<file path="src/rtl/spd_pkg.sv">
// Constants shared by the stepper port driver and its axis generator
package spd_pkg;
	localparam int          CLK_PERIOD_NS  = 100;
	localparam int          DIR_SETUP_NS   = 1000;
	localparam int          DIR_SETUP_CYC  = (DIR_SETUP_NS + CLK_PERIOD_NS - 1) / CLK_PERIOD_NS;
	localparam int          AXES           = 4;
	localparam int          CNT_W          = 16;

	// Register word addresses
	localparam logic [3:0]  ADDR_CTRL      = 4'h0;
	localparam logic [3:0]  ADDR_SPEED     = 4'h1;
	localparam logic [3:0]  ADDR_HALF_PER  = 4'h2;
	localparam logic [3:0]  ADDR_RAMP      = 4'h3;
	localparam logic [3:0]  ADDR_MOVE_X    = 4'h4;
	localparam logic [3:0]  ADDR_MOVE_Y    = 4'h5;
	localparam logic [3:0]  ADDR_MOVE_Z    = 4'h6;
	localparam logic [3:0]  ADDR_MOVE_T    = 4'h7;
	localparam logic [3:0]  ADDR_STATUS    = 4'h8;

	// Control register fields
	localparam int          CTRL_JOB_RUN   = 0;
	localparam int          CTRL_TOOL_CHG  = 1;
	localparam int          CTRL_IN_WORK   = 2;
	localparam int          CTRL_SPN_EN    = 3;
	localparam int          CTRL_SPN_INV   = 4;
	localparam int          CTRL_COOL_EN   = 5;
	localparam int          CTRL_COOL_INV  = 6;
	localparam int          CTRL_CRED_INV  = 7;
	localparam int          CTRL_TAN_MODE  = 8;
	localparam int          CTRL_W         = 9;

	// Move register fields
	localparam int          MOVE_DIR_BIT   = 16;

	// Status register fields
	localparam int          STAT_BUSY_LSB  = 0;
	localparam int          STAT_RAMP      = 4;
	localparam int          STAT_IN_LSB    = 8;
	localparam int          SW_IN_W        = 5;

	// Reset values
	localparam logic [CTRL_W-1:0] CTRL_RST     = 9'h028;
	localparam logic [3:0]        SPEED_RST    = 4'h0;
	localparam logic [CNT_W-1:0]  HALF_PER_RST = 16'h0032;
	localparam logic [CNT_W-1:0]  RAMP_RST     = 16'h0010;

	typedef enum logic [1:0] {
		AX_IDLE  = 2'b00,
		AX_SETUP = 2'b01,
		AX_HIGH  = 2'b10,
		AX_LOW   = 2'b11
	} spd_ax_state_t;
endpackage

</file>
<file path="src/rtl/spd_axis_gen.sv">
// One axis: direction line and step clock pulse train with ramp flag
`timescale 1ns/10ps
`default_nettype none
module spd_axis_gen
	import spd_pkg::*;
(
	input  wire logic             clk_sys,
	input  wire logic             sys_rst,
	input  wire logic             start,
	input  wire logic             dir_in,
	input  wire logic [CNT_W-1:0] steps,
	input  wire logic [CNT_W-1:0] half_per,
	input  wire logic [CNT_W-1:0] ramp_len,
	output logic                  dir_q,
	output logic                  step_q,
	output logic                  busy,
	output logic                  in_ramp
);
	spd_ax_state_t    state_q;
	logic [CNT_W-1:0] timer_q;
	logic [CNT_W-1:0] left_q;
	logic [CNT_W-1:0] done_q;
	logic             tick;

	assign busy    = (state_q != AX_IDLE);
	assign tick    = (timer_q == '0);
	assign in_ramp = busy && ((done_q < ramp_len) || (left_q <= ramp_len));

	// Direction only moves while idle, so it is stable through the move
	always_ff @(posedge clk_sys) begin
		if (sys_rst) begin
			dir_q <= 1'b0;
		end else if (start && !busy && steps != '0) begin
			dir_q <= dir_in;
		end
	end

	always_ff @(posedge clk_sys) begin
		if (sys_rst) begin
			state_q <= AX_IDLE;
			timer_q <= '0;
			left_q  <= '0;
			done_q  <= '0;
			step_q  <= 1'b0;
		end else begin
			if (!tick) begin
				timer_q <= timer_q - 1'b1;
			end
			case (state_q)
				AX_IDLE: begin
					if (start && steps != '0) begin
						state_q <= AX_SETUP;
						timer_q <= CNT_W'(DIR_SETUP_CYC - 1);
						left_q  <= steps;
						done_q  <= '0;
					end
				end
				AX_SETUP: begin
					if (tick) begin
						state_q <= AX_HIGH;
						step_q  <= 1'b1;
						timer_q <= half_per;
					end
				end
				AX_HIGH: begin
					if (tick) begin
						state_q <= AX_LOW;
						step_q  <= 1'b0;
						timer_q <= half_per;
						left_q  <= left_q - 1'b1;
						done_q  <= done_q + 1'b1;
					end
				end
				AX_LOW: begin
					if (tick) begin
						if (left_q == '0) begin
							state_q <= AX_IDLE;
						end else begin
							state_q <= AX_HIGH;
							step_q  <= 1'b1;
							timer_q <= half_per;
						end
					end
				end
				default: begin
					state_q <= AX_IDLE;
					step_q  <= 1'b0;
				end
			endcase
		end
	end
endmodule
`default_nettype wire

</file>
<file path="src/rtl/spd_port_driver.sv">
// Parallel port signal driver for a stepper motor machine
//
// Summary of operation
// X, Y, Z each get direction and step
// Spindle high during job, off at tool change
// Coolant high while tool works in workpiece
// Current reduction high when no motor steps
// Three-axis: boost high during ramp movement
// Three-axis: one spare output held high
// Tangential: fourth axis replaces high and boost
// Machine presents switches and ready on inputs
// Second port carries 4-bit spindle speed level
// Speed level plain binary, low four lines
// Direction settles before first step, holds
//
// Decided for this implementation: the address-and-strobe port and the placing of the registers.
`timescale 1ns/10ps
`default_nettype none
module spd_port_driver
	import spd_pkg::*;
(
	input  wire logic        clk_sys,
	input  wire logic        sys_rst,
	input  wire logic [3:0]  reg_addr,
	input  wire logic [31:0] reg_wdata,
	input  wire logic        reg_wr,
	input  wire logic        reg_rd,
	output logic      [31:0] reg_rdata,
	input  wire logic [4:0]  sw_in,
	output logic      [7:0]  port_data,
	output logic             port_spindle,
	output logic             port_coolant,
	output logic             port_boost,
	output logic             port_cur_red,
	output logic      [7:0]  speed_data
);
	logic [CTRL_W-1:0]  ctrl_q;
	logic [3:0]         speed_q;
	logic [CNT_W-1:0]   half_per_q;
	logic [CNT_W-1:0]   ramp_q;
	logic [SW_IN_W-1:0] sw_q;
	logic [AXES-1:0]    start;
	logic [AXES-1:0]    dir;
	logic [AXES-1:0]    step;
	logic [AXES-1:0]    busy;
	logic [AXES-1:0]    ramp;
	logic               tan_mode;
	logic               any_busy;
	logic               any_ramp;
	logic               spindle_d;
	logic               coolant_d;
	logic               cur_red_d;
	logic               boost_d;
	logic [7:0]         data_d;

	// Output gate: disabled line stays low whatever the polarity
	function automatic logic apply_pol(input logic en, input logic inv, input logic raw);
		apply_pol = en ? (raw ^ inv) : 1'b0;
	endfunction

	assign tan_mode = ctrl_q[CTRL_TAN_MODE];

	always_ff @(posedge clk_sys) begin
		if (sys_rst) begin
			ctrl_q <= CTRL_RST;
		end else if (reg_wr && reg_addr == ADDR_CTRL) begin
			ctrl_q <= reg_wdata[CTRL_W-1:0];
		end
	end

	always_ff @(posedge clk_sys) begin
		if (sys_rst) begin
			speed_q <= SPEED_RST;
		end else if (reg_wr && reg_addr == ADDR_SPEED) begin
			speed_q <= reg_wdata[3:0];
		end
	end

	// Half-period changes mid-move take effect at the next half period; ramp length changes act on the next clock
	always_ff @(posedge clk_sys) begin
		if (sys_rst) begin
			half_per_q <= HALF_PER_RST;
			ramp_q     <= RAMP_RST;
		end else if (reg_wr && reg_addr == ADDR_HALF_PER) begin
			half_per_q <= reg_wdata[CNT_W-1:0];
		end else if (reg_wr && reg_addr == ADDR_RAMP) begin
			ramp_q <= reg_wdata[CNT_W-1:0];
		end
	end

	// Switch lines are taken as synchronous; one register for a clean read
	always_ff @(posedge clk_sys) begin
		if (sys_rst) begin
			sw_q <= '0;
		end else begin
			sw_q <= sw_in;
		end
	end

	// Move writes to a busy axis are dropped by the generator
	always_comb begin
		for (int i = 0; i < AXES; i++) begin
			start[i] = reg_wr && (reg_addr == ADDR_MOVE_X + 4'(i));
		end
		start[AXES-1] = start[AXES-1] && tan_mode;
	end

	for (genvar g = 0; g < AXES; g++) begin : g_axis
		spd_axis_gen u_axis (
			.clk_sys  (clk_sys),
			.sys_rst  (sys_rst),
			.start    (start[g]),
			.dir_in   (reg_wdata[MOVE_DIR_BIT]),
			.steps    (reg_wdata[CNT_W-1:0]),
			.half_per (half_per_q),
			.ramp_len (ramp_q),
			.dir_q    (dir[g]),
			.step_q   (step[g]),
			.busy     (busy[g]),
			.in_ramp  (ramp[g])
		);
	end

	assign any_busy = |busy;
	assign any_ramp = |ramp[2:0];

	always_comb begin
		data_d = 8'h00;
		for (int i = 0; i < 3; i++) begin
			data_d[2*i]   = dir[i];
			data_d[2*i+1] = step[i];
		end
		if (tan_mode) begin
			data_d[6] = dir[3];
			data_d[7] = step[3];
		end else begin
			data_d[6] = 1'b1;
			data_d[7] = 1'b0;
		end
	end

	assign spindle_d = apply_pol(ctrl_q[CTRL_SPN_EN], ctrl_q[CTRL_SPN_INV],
		ctrl_q[CTRL_JOB_RUN] && !ctrl_q[CTRL_TOOL_CHG]);
	// Software drops the in-work flag before retracting the tool
	assign coolant_d = apply_pol(ctrl_q[CTRL_COOL_EN], ctrl_q[CTRL_COOL_INV],
		ctrl_q[CTRL_JOB_RUN] && ctrl_q[CTRL_IN_WORK]);
	assign cur_red_d = !any_busy ^ ctrl_q[CTRL_CRED_INV];
	assign boost_d   = !tan_mode && any_ramp;

	// All port lines registered so they change together and glitch free
	always_ff @(posedge clk_sys) begin
		if (sys_rst) begin
			port_data    <= 8'h00;
			port_spindle <= 1'b0;
			port_coolant <= 1'b0;
			port_boost   <= 1'b0;
			port_cur_red <= 1'b1;
		end else begin
			port_data    <= data_d;
			port_spindle <= spindle_d;
			port_coolant <= coolant_d;
			port_boost   <= boost_d;
			port_cur_red <= cur_red_d;
		end
	end

	always_ff @(posedge clk_sys) begin
		if (sys_rst) begin
			speed_data <= 8'h00;
		end else begin
			speed_data <= {4'h0, speed_q};
		end
	end

	always_ff @(posedge clk_sys) begin
		if (sys_rst) begin
			reg_rdata <= 32'h0000_0000;
		end else if (reg_rd) begin
			case (reg_addr)
				ADDR_CTRL:     reg_rdata <= 32'(ctrl_q);
				ADDR_SPEED:    reg_rdata <= 32'(speed_q);
				ADDR_HALF_PER: reg_rdata <= 32'(half_per_q);
				ADDR_RAMP:     reg_rdata <= 32'(ramp_q);
				ADDR_STATUS: begin
					reg_rdata <= 32'({sw_q, 3'b000, any_ramp, busy});
				end
				default:       reg_rdata <= 32'h0000_0000;
			endcase
		end else begin
			reg_rdata <= 32'h0000_0000;
		end
	end
endmodule
`default_nettype wire

</file>
<file path="config.mk">
export PLATFORM = sky130hd
export DESIGN_NAME = spd_port_driver
export DESIGN_NICKNAME = d
export VERILOG_FILES = /design/src/rtl/spd_pkg.sv /design/src/rtl/spd_axis_gen.sv /design/src/rtl/spd_port_driver.sv
export SDC_FILE = /design/constraint.sdc
export NUM_CORES = 1
export LEC_CHECK = 0
export BUFFER_PORTS_ARGS = -buffer_cell sky130_fd_sc_hd__buf_2
export CAP_MARGIN = 20
export CORE_MARGIN = 8
export CORE_UTILIZATION = 30
export DETAILED_ROUTE_END_ITERATION = 8
export PLACE_DENSITY = 0.41
export SLEW_MARGIN = 10
export SYNTH_ARGS = -nofsm -noshare
export SYNTH_HDL_FRONTEND = slang
export SYNTH_SLANG_ARGS = --single-unit
</file>
<file path="constraint.sdc">
create_clock -name clk_sys -period 3.1 [get_ports clk_sys]
set_input_delay 0.775 -clock clk_sys [delete_from_list [all_inputs] [get_ports clk_sys]]
set_output_delay 0.775 -clock clk_sys [all_outputs]
set_load 0.02 [all_outputs]
</file>
Word-level counts from Yosys, hierarchy flattened
Cells that the tools add are included.
{"block": "word_totals", "out_inout_bits": 52, "regBits": 294}
{"block": "classes", "eq_ne": 40, "bitwise_logic": 8, "muxes": 91, "order_cmp": 6, "addsub": 11, "n_reduce_logical": 86}
{"cell": "$mux 16", "n": 34}
{"cell": "$pmux 16 s2", "n": 7}
{"cell": "$pmux 16 s3", "n": 4}
{"cell": "$logic_not 16->1", "n": 8}
{"cell": "$sub 16x1->16 const B", "n": 8}
{"cell": "$pmux 16 s5", "n": 1}
{"cell": "$add 16x1->16 const B", "n": 3}
{"cell": "$le 16x16->1", "n": 3}
{"cell": "$lt 16x16->1", "n": 3}
{"cell": "$mux 2", "n": 20}
{"cell": "$ne 2x1->1 const B", "n": 16}
{"cell": "$pmux 2 s4", "n": 4}
{"cell": "$logic_and 1x1->1", "n": 27}
{"cell": "$reduce_and 5->1", "n": 4}
{"cell": "$mux 1", "n": 17}
{"cell": "$eq 2x2->1 const B", "n": 8}
{"cell": "$eq 4x3->1 const B", "n": 4}
{"cell": "$reduce_and 4->1", "n": 4}
{"cell": "$reduce_bool 16->1", "n": 1}
{"cell": "$reduce_bool 2->1", "n": 8}
{"cell": "$reduce_or 2->1", "n": 8}
{"cell": "$pmux 1 s3", "n": 4}
{"cell": "$reduce_and 3->1", "n": 4}
{"cell": "$reduce_bool 3->1", "n": 4}
{"cell": "14 further kinds", "n": 38}

Depth between registers and ports, before layout
{"block": "logic_depth", "depth_word": 6, "depth_mapped": 12, "ltp_nobuf": 10}

By module
A second synthesis with hierarchy kept.
{"block": "unflattened", "cells_unflattened": 2507, "hier_area_um2": 19837.8}
{"mod": "spd_axis_gen (g_axis[1].u_axis ...)", "n_inst": 2, "cells_per_inst": 530, "area_per_inst_um2": 4090.2}
{"mod": "spd_axis_gen (g_axis[0].u_axis)", "n_inst": 1, "cells_per_inst": 539, "area_per_inst_um2": 4169.0}
{"mod": "spd_axis_gen (g_axis[3].u_axis)", "n_inst": 1, "cells_per_inst": 520, "area_per_inst_um2": 4023.9}
{"mod": "spd_port_driver", "n_inst": 1, "cells_per_inst": 388, "area_per_inst_um2": 3464.6}

Worst setup path after synthesis
Ideal clock, no wire load.
{"block": "synth_path", "path_kind": "input port to flip-flop", "startpoint": "input port reg_wdata[0]", "endpoint": "register g_axis[2].u_axis.done_q[14]", "t_arrival_ns": 2.829, "n_path_buf": 1, "path_stages": 9, "setup_time_ns": 0.071, "t_required_ns": 3.029, "setup_slack_ns": 0.200, "cell_sequence": "clkbuf_1 nor4_1 nand4_1 a41o_1 a21boi_0 nand2_1 or3_1 or3_1 a21oi_1"}
{"block": "synth_via", "elab_chain_cells": 4}
{"element": "from (decl)", "line": "spd_port_driver.sv:25", "rtl": "input wire logic [31:0] reg_wdata,"}
{"element": "$reduce_bool 16->1", "line": "spd_axis_gen.sv:51", "rtl": "if (start && steps != '0) begin"}
{"element": "$logic_and 1x1->1", "line": "spd_axis_gen.sv:51"}
{"element": "$ne 2x1->1 (no source line)"}
{"element": "$reduce_and 3->1 (no source line)"}
{"element": "to (signal assigned)", "line": "spd_axis_gen.sv:71", "rtl": "done_q <= done_q + 1'b1;"}
{"element": "to (decl)", "line": "spd_axis_gen.sv:22", "rtl": "logic [CNT_W-1:0] done_q;"}
Every way passes these cells.
A chain may end at the register's enable or synchronous reset.

Worst setup path after layout
{"block": "layout_path", "startpoint": "register g_axis[3].u_axis.timer_q[3]", "endpoint": "register g_axis[3].u_axis.left_q[11]"}
{"block": "layout_via", "elab_chain_cells": 3}
{"element": "from (decl)", "line": "spd_axis_gen.sv:20", "rtl": "logic [CNT_W-1:0] timer_q;"}
{"element": "from (signal assigned)", "line": "spd_axis_gen.sv:47", "rtl": "timer_q <= timer_q - 1'b1;"}
{"element": "from (signal assigned)", "line": "spd_axis_gen.sv:53", "rtl": "timer_q <= CNT_W'(DIR_SETUP_CYC - 1);"}
{"element": "from (signal assigned)", "line": "spd_axis_gen.sv:62", "rtl": "timer_q <= half_per;"}
{"element": "$logic_not 16->1", "line": "spd_axis_gen.sv:26", "rtl": "assign tick = (timer_q == '0);"}
{"element": "$ne 2x1->1 (no source line)"}
{"element": "$reduce_and 3->1 (no source line)"}
{"element": "to (signal assigned)", "line": "spd_axis_gen.sv:54", "rtl": "left_q <= steps;"}
{"element": "to (signal assigned)", "line": "spd_axis_gen.sv:70", "rtl": "left_q <= left_q - 1'b1;"}
{"element": "to (decl)", "line": "spd_axis_gen.sv:21", "rtl": "logic [CNT_W-1:0] left_q;"}
Every way passes these cells.

==> results.py <==
metrics = {
    "run_status": {
        "outcome": "complete, no violations",
    },
    "grt": {
        "antenna_found_initial": 2,
        "grt_usage_pct": 19.53,
        "gr-total-overflow": 0,
        "grt_max_degree": 61,
        "grt_pass1_vias": 14800,
        "grt_pass1_wl_microns": 91830,
    },
    "cts": {
        "postCtsSetupRepairBufs": 0,
        "ctsLongestPathBuffers": 3,
        "cts-root-buf": "clkbuf_16",
        "path_clk_slew_ns": 0.06,
        "cts_tree": "built",
        "cts_max_level": 2,
        "clock_latency_ns": 0.57,
        "numCtsBuffers": 37,
        "cts_sinks": 274,
        "hold_buffers": 0,
    },
    "sta": {
        "worstMarginPinSlew_ns": 0.8420,
        "fmax_ghz": 0.3358,
        "slew_headroom_pct": 43.35,
        "setup_violations": 0,
        "fin_crit_ns": 2.978,
        "timing.hold.ws_ns": 0.4297,
        "finalCritPeriodShare_pct": 96.05,
        "rsz0062_at_grt": "no",
        "hold_violations": 0,
        "final_max_slew_viol_count": 0,
        "finClkSkew_ns": 0.01683,
    },
    "final_layout": {
        "drive_gt1_share_pct": 13.35,
        "mostFrequentLayoutCells": "nand2_1 (274), dfxtp_1 (274), nor2_1 (187), a21oi_1 (175), buf_4 (131)",
        "nNetsFinal": 2352,
        "n_fill_cell": 5536,
        "area_delta_synth_final_pct": 20.01,
        "layoutNonFillerInstCount": 2898,
    },
    "power": {
        "sw_frac_of_total_pct": 42.26,
        "comb_power_share_pct": 48.1,
        "seqPwrFrac_pct": 27.3,
        "p_per_area_nw_per_um2": 946.8,
        "intPower_uw": 10500,
        "p_leak_uw": 0.007477,
        "vdd_ir_drop_max_v": 0.0004049,
        "p_clk_share_pct": 24.6,
        "p_switching_uw": 7686,
    },
    "synth": {
        "async_flop_share_pct": 0,
        "synthesis.area_sq_um": 16010,
        "synthCells": 2036,
        "synth_edf_count": 0,
        "syn_area_per_cell_sq_um": 7.862,
        "yosys_warnings": 0,
        "synth_seq_cells": 274,
        "synth_top_flop_cell": "dfxtp_1",
        "yosysUniqueCellTypes": 73,
        "ys_seq_area_share_pct": 34.27,
    },
    "worst_setup_path": {
        "path_class": "reg -> reg",
        "worstPathRequired_ns": 3.55,
        "critPathCaptureType": "flip-flop",
        "start_kind": "flip-flop",
        "cp_max_fo": 21,
        "critPathArrivalTime_ns": 3.43,
    },
    "floorplanning": {
        "die_y_microns": 247.0,
        "core.rowCount": 84,
        "die_w_microns": 247.0,
        "fp.coreArea_sq_um": 52660,
        "design.portCount": 97,
        "dieArea_sq_um": 61010,
        "start_util_pct": 30.40,
    },
    "placement": {
        "gp_congestion": 0.8418,
        "dp_cells": 2830,
        "hpwl_microns": 44200,
        "io_buffers": 61,
    },
    "drt": {
        "first_pass_iters": 5,
        "post-route-drc-count": 0,
        "drt_iter0_markers": 1071,
        "ant_nets": 0,
        "drt_wl_total_microns": 60710,
        "vias_per_cell": 5.345,
        "vias": 15490,
        "wl_per_cell_microns": 20.95,
    },
    "min_path": {
        "hp-class": "in -> reg",
    },
    "flow_run": {
        "drv_cap": 0,
    },
}
==> metal layers <==
metal	vias to the layer above	track usage (%)	part of all wire [%]	routed length [microns]
met2	408	30.36	44	26660
met3	104	4.025	6.2	3746
li1	7617	-	-	-
met5	-	0	0.021	13
met4	2	7.447	4.0	2444
met1	7358	26.31	46	27840
==> final cells by class <==
type,instances,area [sq um],share of cell area [%]
inverter,71,266.5,1.387
timing repair buffer,202,1495,7.783
antenna,1,2.502,0.01303
clock buffer,51,1049,5.458
multi-input combinational,1595,9846,51.25
clock inverter,16,206.4,1.075
sequential,274,5485,28.55
tap,688,860.8,4.481
==> path summary, 6_finish.rpt <==
kind | from | endpoint | slack (ns) | depth (start not counted)
max | g_axis[3].u_axis.timer_q[3] | g_axis[3].u_axis.left_q[11] | 0.12 | 8
min | sw_in[4] | sw_q[4] | 0.43 | 2
max reg2reg | g_axis[3].u_axis.timer_q[3] | g_axis[3].u_axis.left_q[11] | 0.12 | 8
min reg2reg | g_axis[3].u_axis.step_q | port_data[7] | 0.45 | 2
==> sequential cells by signal (all words and copies together) (netlist names), 4 cells and up <==
register and count:
ramp_q 16, reg_rdata 16, g_axis.u_axis.done_q 48, g_axis.u_axis.dir_q 4, g_axis.u_axis.left_q 64, speed_data 4, ctrl_q 9, g_axis.u_axis.state_q 8
speed_q 4, port_data 8, g_axis.u_axis.step_q 4, sw_q 5, half_per_q 16, g_axis.u_axis.timer_q 64
==> cell families (layout without fill, tap and decap cells) <==
kind of cell / Yosys count / after routing / synth area share (%)
mux: 13 / 13 / 0.9301
other cells: 1 / 21 / 0.02343
simple gates: 805 / 805 / 24.10
buf+inv: 186 / 340 / 4.909
flops: 274 / 274 / 34.27
xor+xnor: 85 / 85 / 4.651
compound gates: 546 / 546 / 21.27
fa+ha+maj: 126 / 126 / 9.848
==> metrics by stage <==
step / worst slack [ns] / area (sq um) / utilization (%) / TNS (ns) / power [uW]
global placement: -0.1104 / 17940 / 34.07 / -2.034 / 13590
global route: 0.006997 / 19210 / 36.48 / 0 / 19590
CTS: 0.1406 / 19190 / 36.45 / 0 / 18270
finish: 0.1225 / 19210 / 36.48 / 0 / 18190
detailed placement: -0.1401 / 17940 / 34.07 / -2.057 / 13670
floorplan: 0.2004 / 16080 / - / 0 / 10670
==> power by group through the flow <==
stage / clock network, uW / logic, uW / registers, uW
floorplan: 0 / 5830 / 4840
global placement: 0 / 8580 / 5020
detailed placement: 0 / 8650 / 5030
CTS: 4610 / 8710 / 4960
global route: 4750 / 9760 / 5080
finish: 4470 / 8750 / 4970
==> Yosys cell counts, types with 6 or more instances <==
| library cell | number | area share [%] |
|---|---|---|
| a222oi_1 | 9 | 0.56 |
| o32ai_1 | 8 | 0.44 |
| nand3b_1 | 11 | 0.52 |
| buf_4 | 21 | 0.98 |
| nor4_1 | 37 | 1.4 |
| or4_1 | 11 | 0.52 |
| nor3_1 | 55 | 1.7 |
| nand2_1 | 274 | 6.4 |
| o21ai_0 | 131 | 4.1 |
| dfxtp_1 | 274 | 34 |
| nand2b_1 | 20 | 0.78 |
| nor2b_1 | 25 | 0.98 |
| o31ai_1 | 12 | 0.56 |
| mux2i_1 | 7 | 0.44 |
| o22ai_1 | 27 | 1.1 |
| nor2_1 | 187 | 4.4 |
| nand3_1 | 63 | 2.0 |
| or3_1 | 27 | 1.1 |
| nand4_1 | 39 | 1.5 |
| xor2_1 | 45 | 2.5 |
| and3_1 | 14 | 0.55 |
| clkbuf_1 | 91 | 2.1 |
| a21o_1 | 15 | 0.70 |
| a211oi_1 | 40 | 1.9 |
| a31oi_1 | 13 | 0.51 |
| inv_1 | 71 | 1.7 |
| nor3b_1 | 6 | 0.28 |
| ha_1 | 126 | 9.8 |
| a21oi_1 | 175 | 5.5 |
| a22oi_1 | 46 | 2.2 |
| xnor2_1 | 40 | 2.2 |
| a221oi_1 | 7 | 0.38 |
| o211ai_1 | 9 | 0.42 |
| a211o_1 | 8 | 0.44 |
==> critical path: stages, from the launching register on <==
cell	delay, ns
dfxtp_1	0.31
or4_4	0.55
or4b_4	0.54
or4_4	0.55
mux2i_4	0.18
and2_4	0.34
o21ai_0	0.16
a22oi_1	0.17
nor2_1	0.05
==> timing repair <==
item                                    in CTS  in global routing
endpoints found under the setup margin       0                  3
gates resized for setup                      0                  5
hold endpoints to repair                     0                  0
Power figures use the tool's default switching activity.
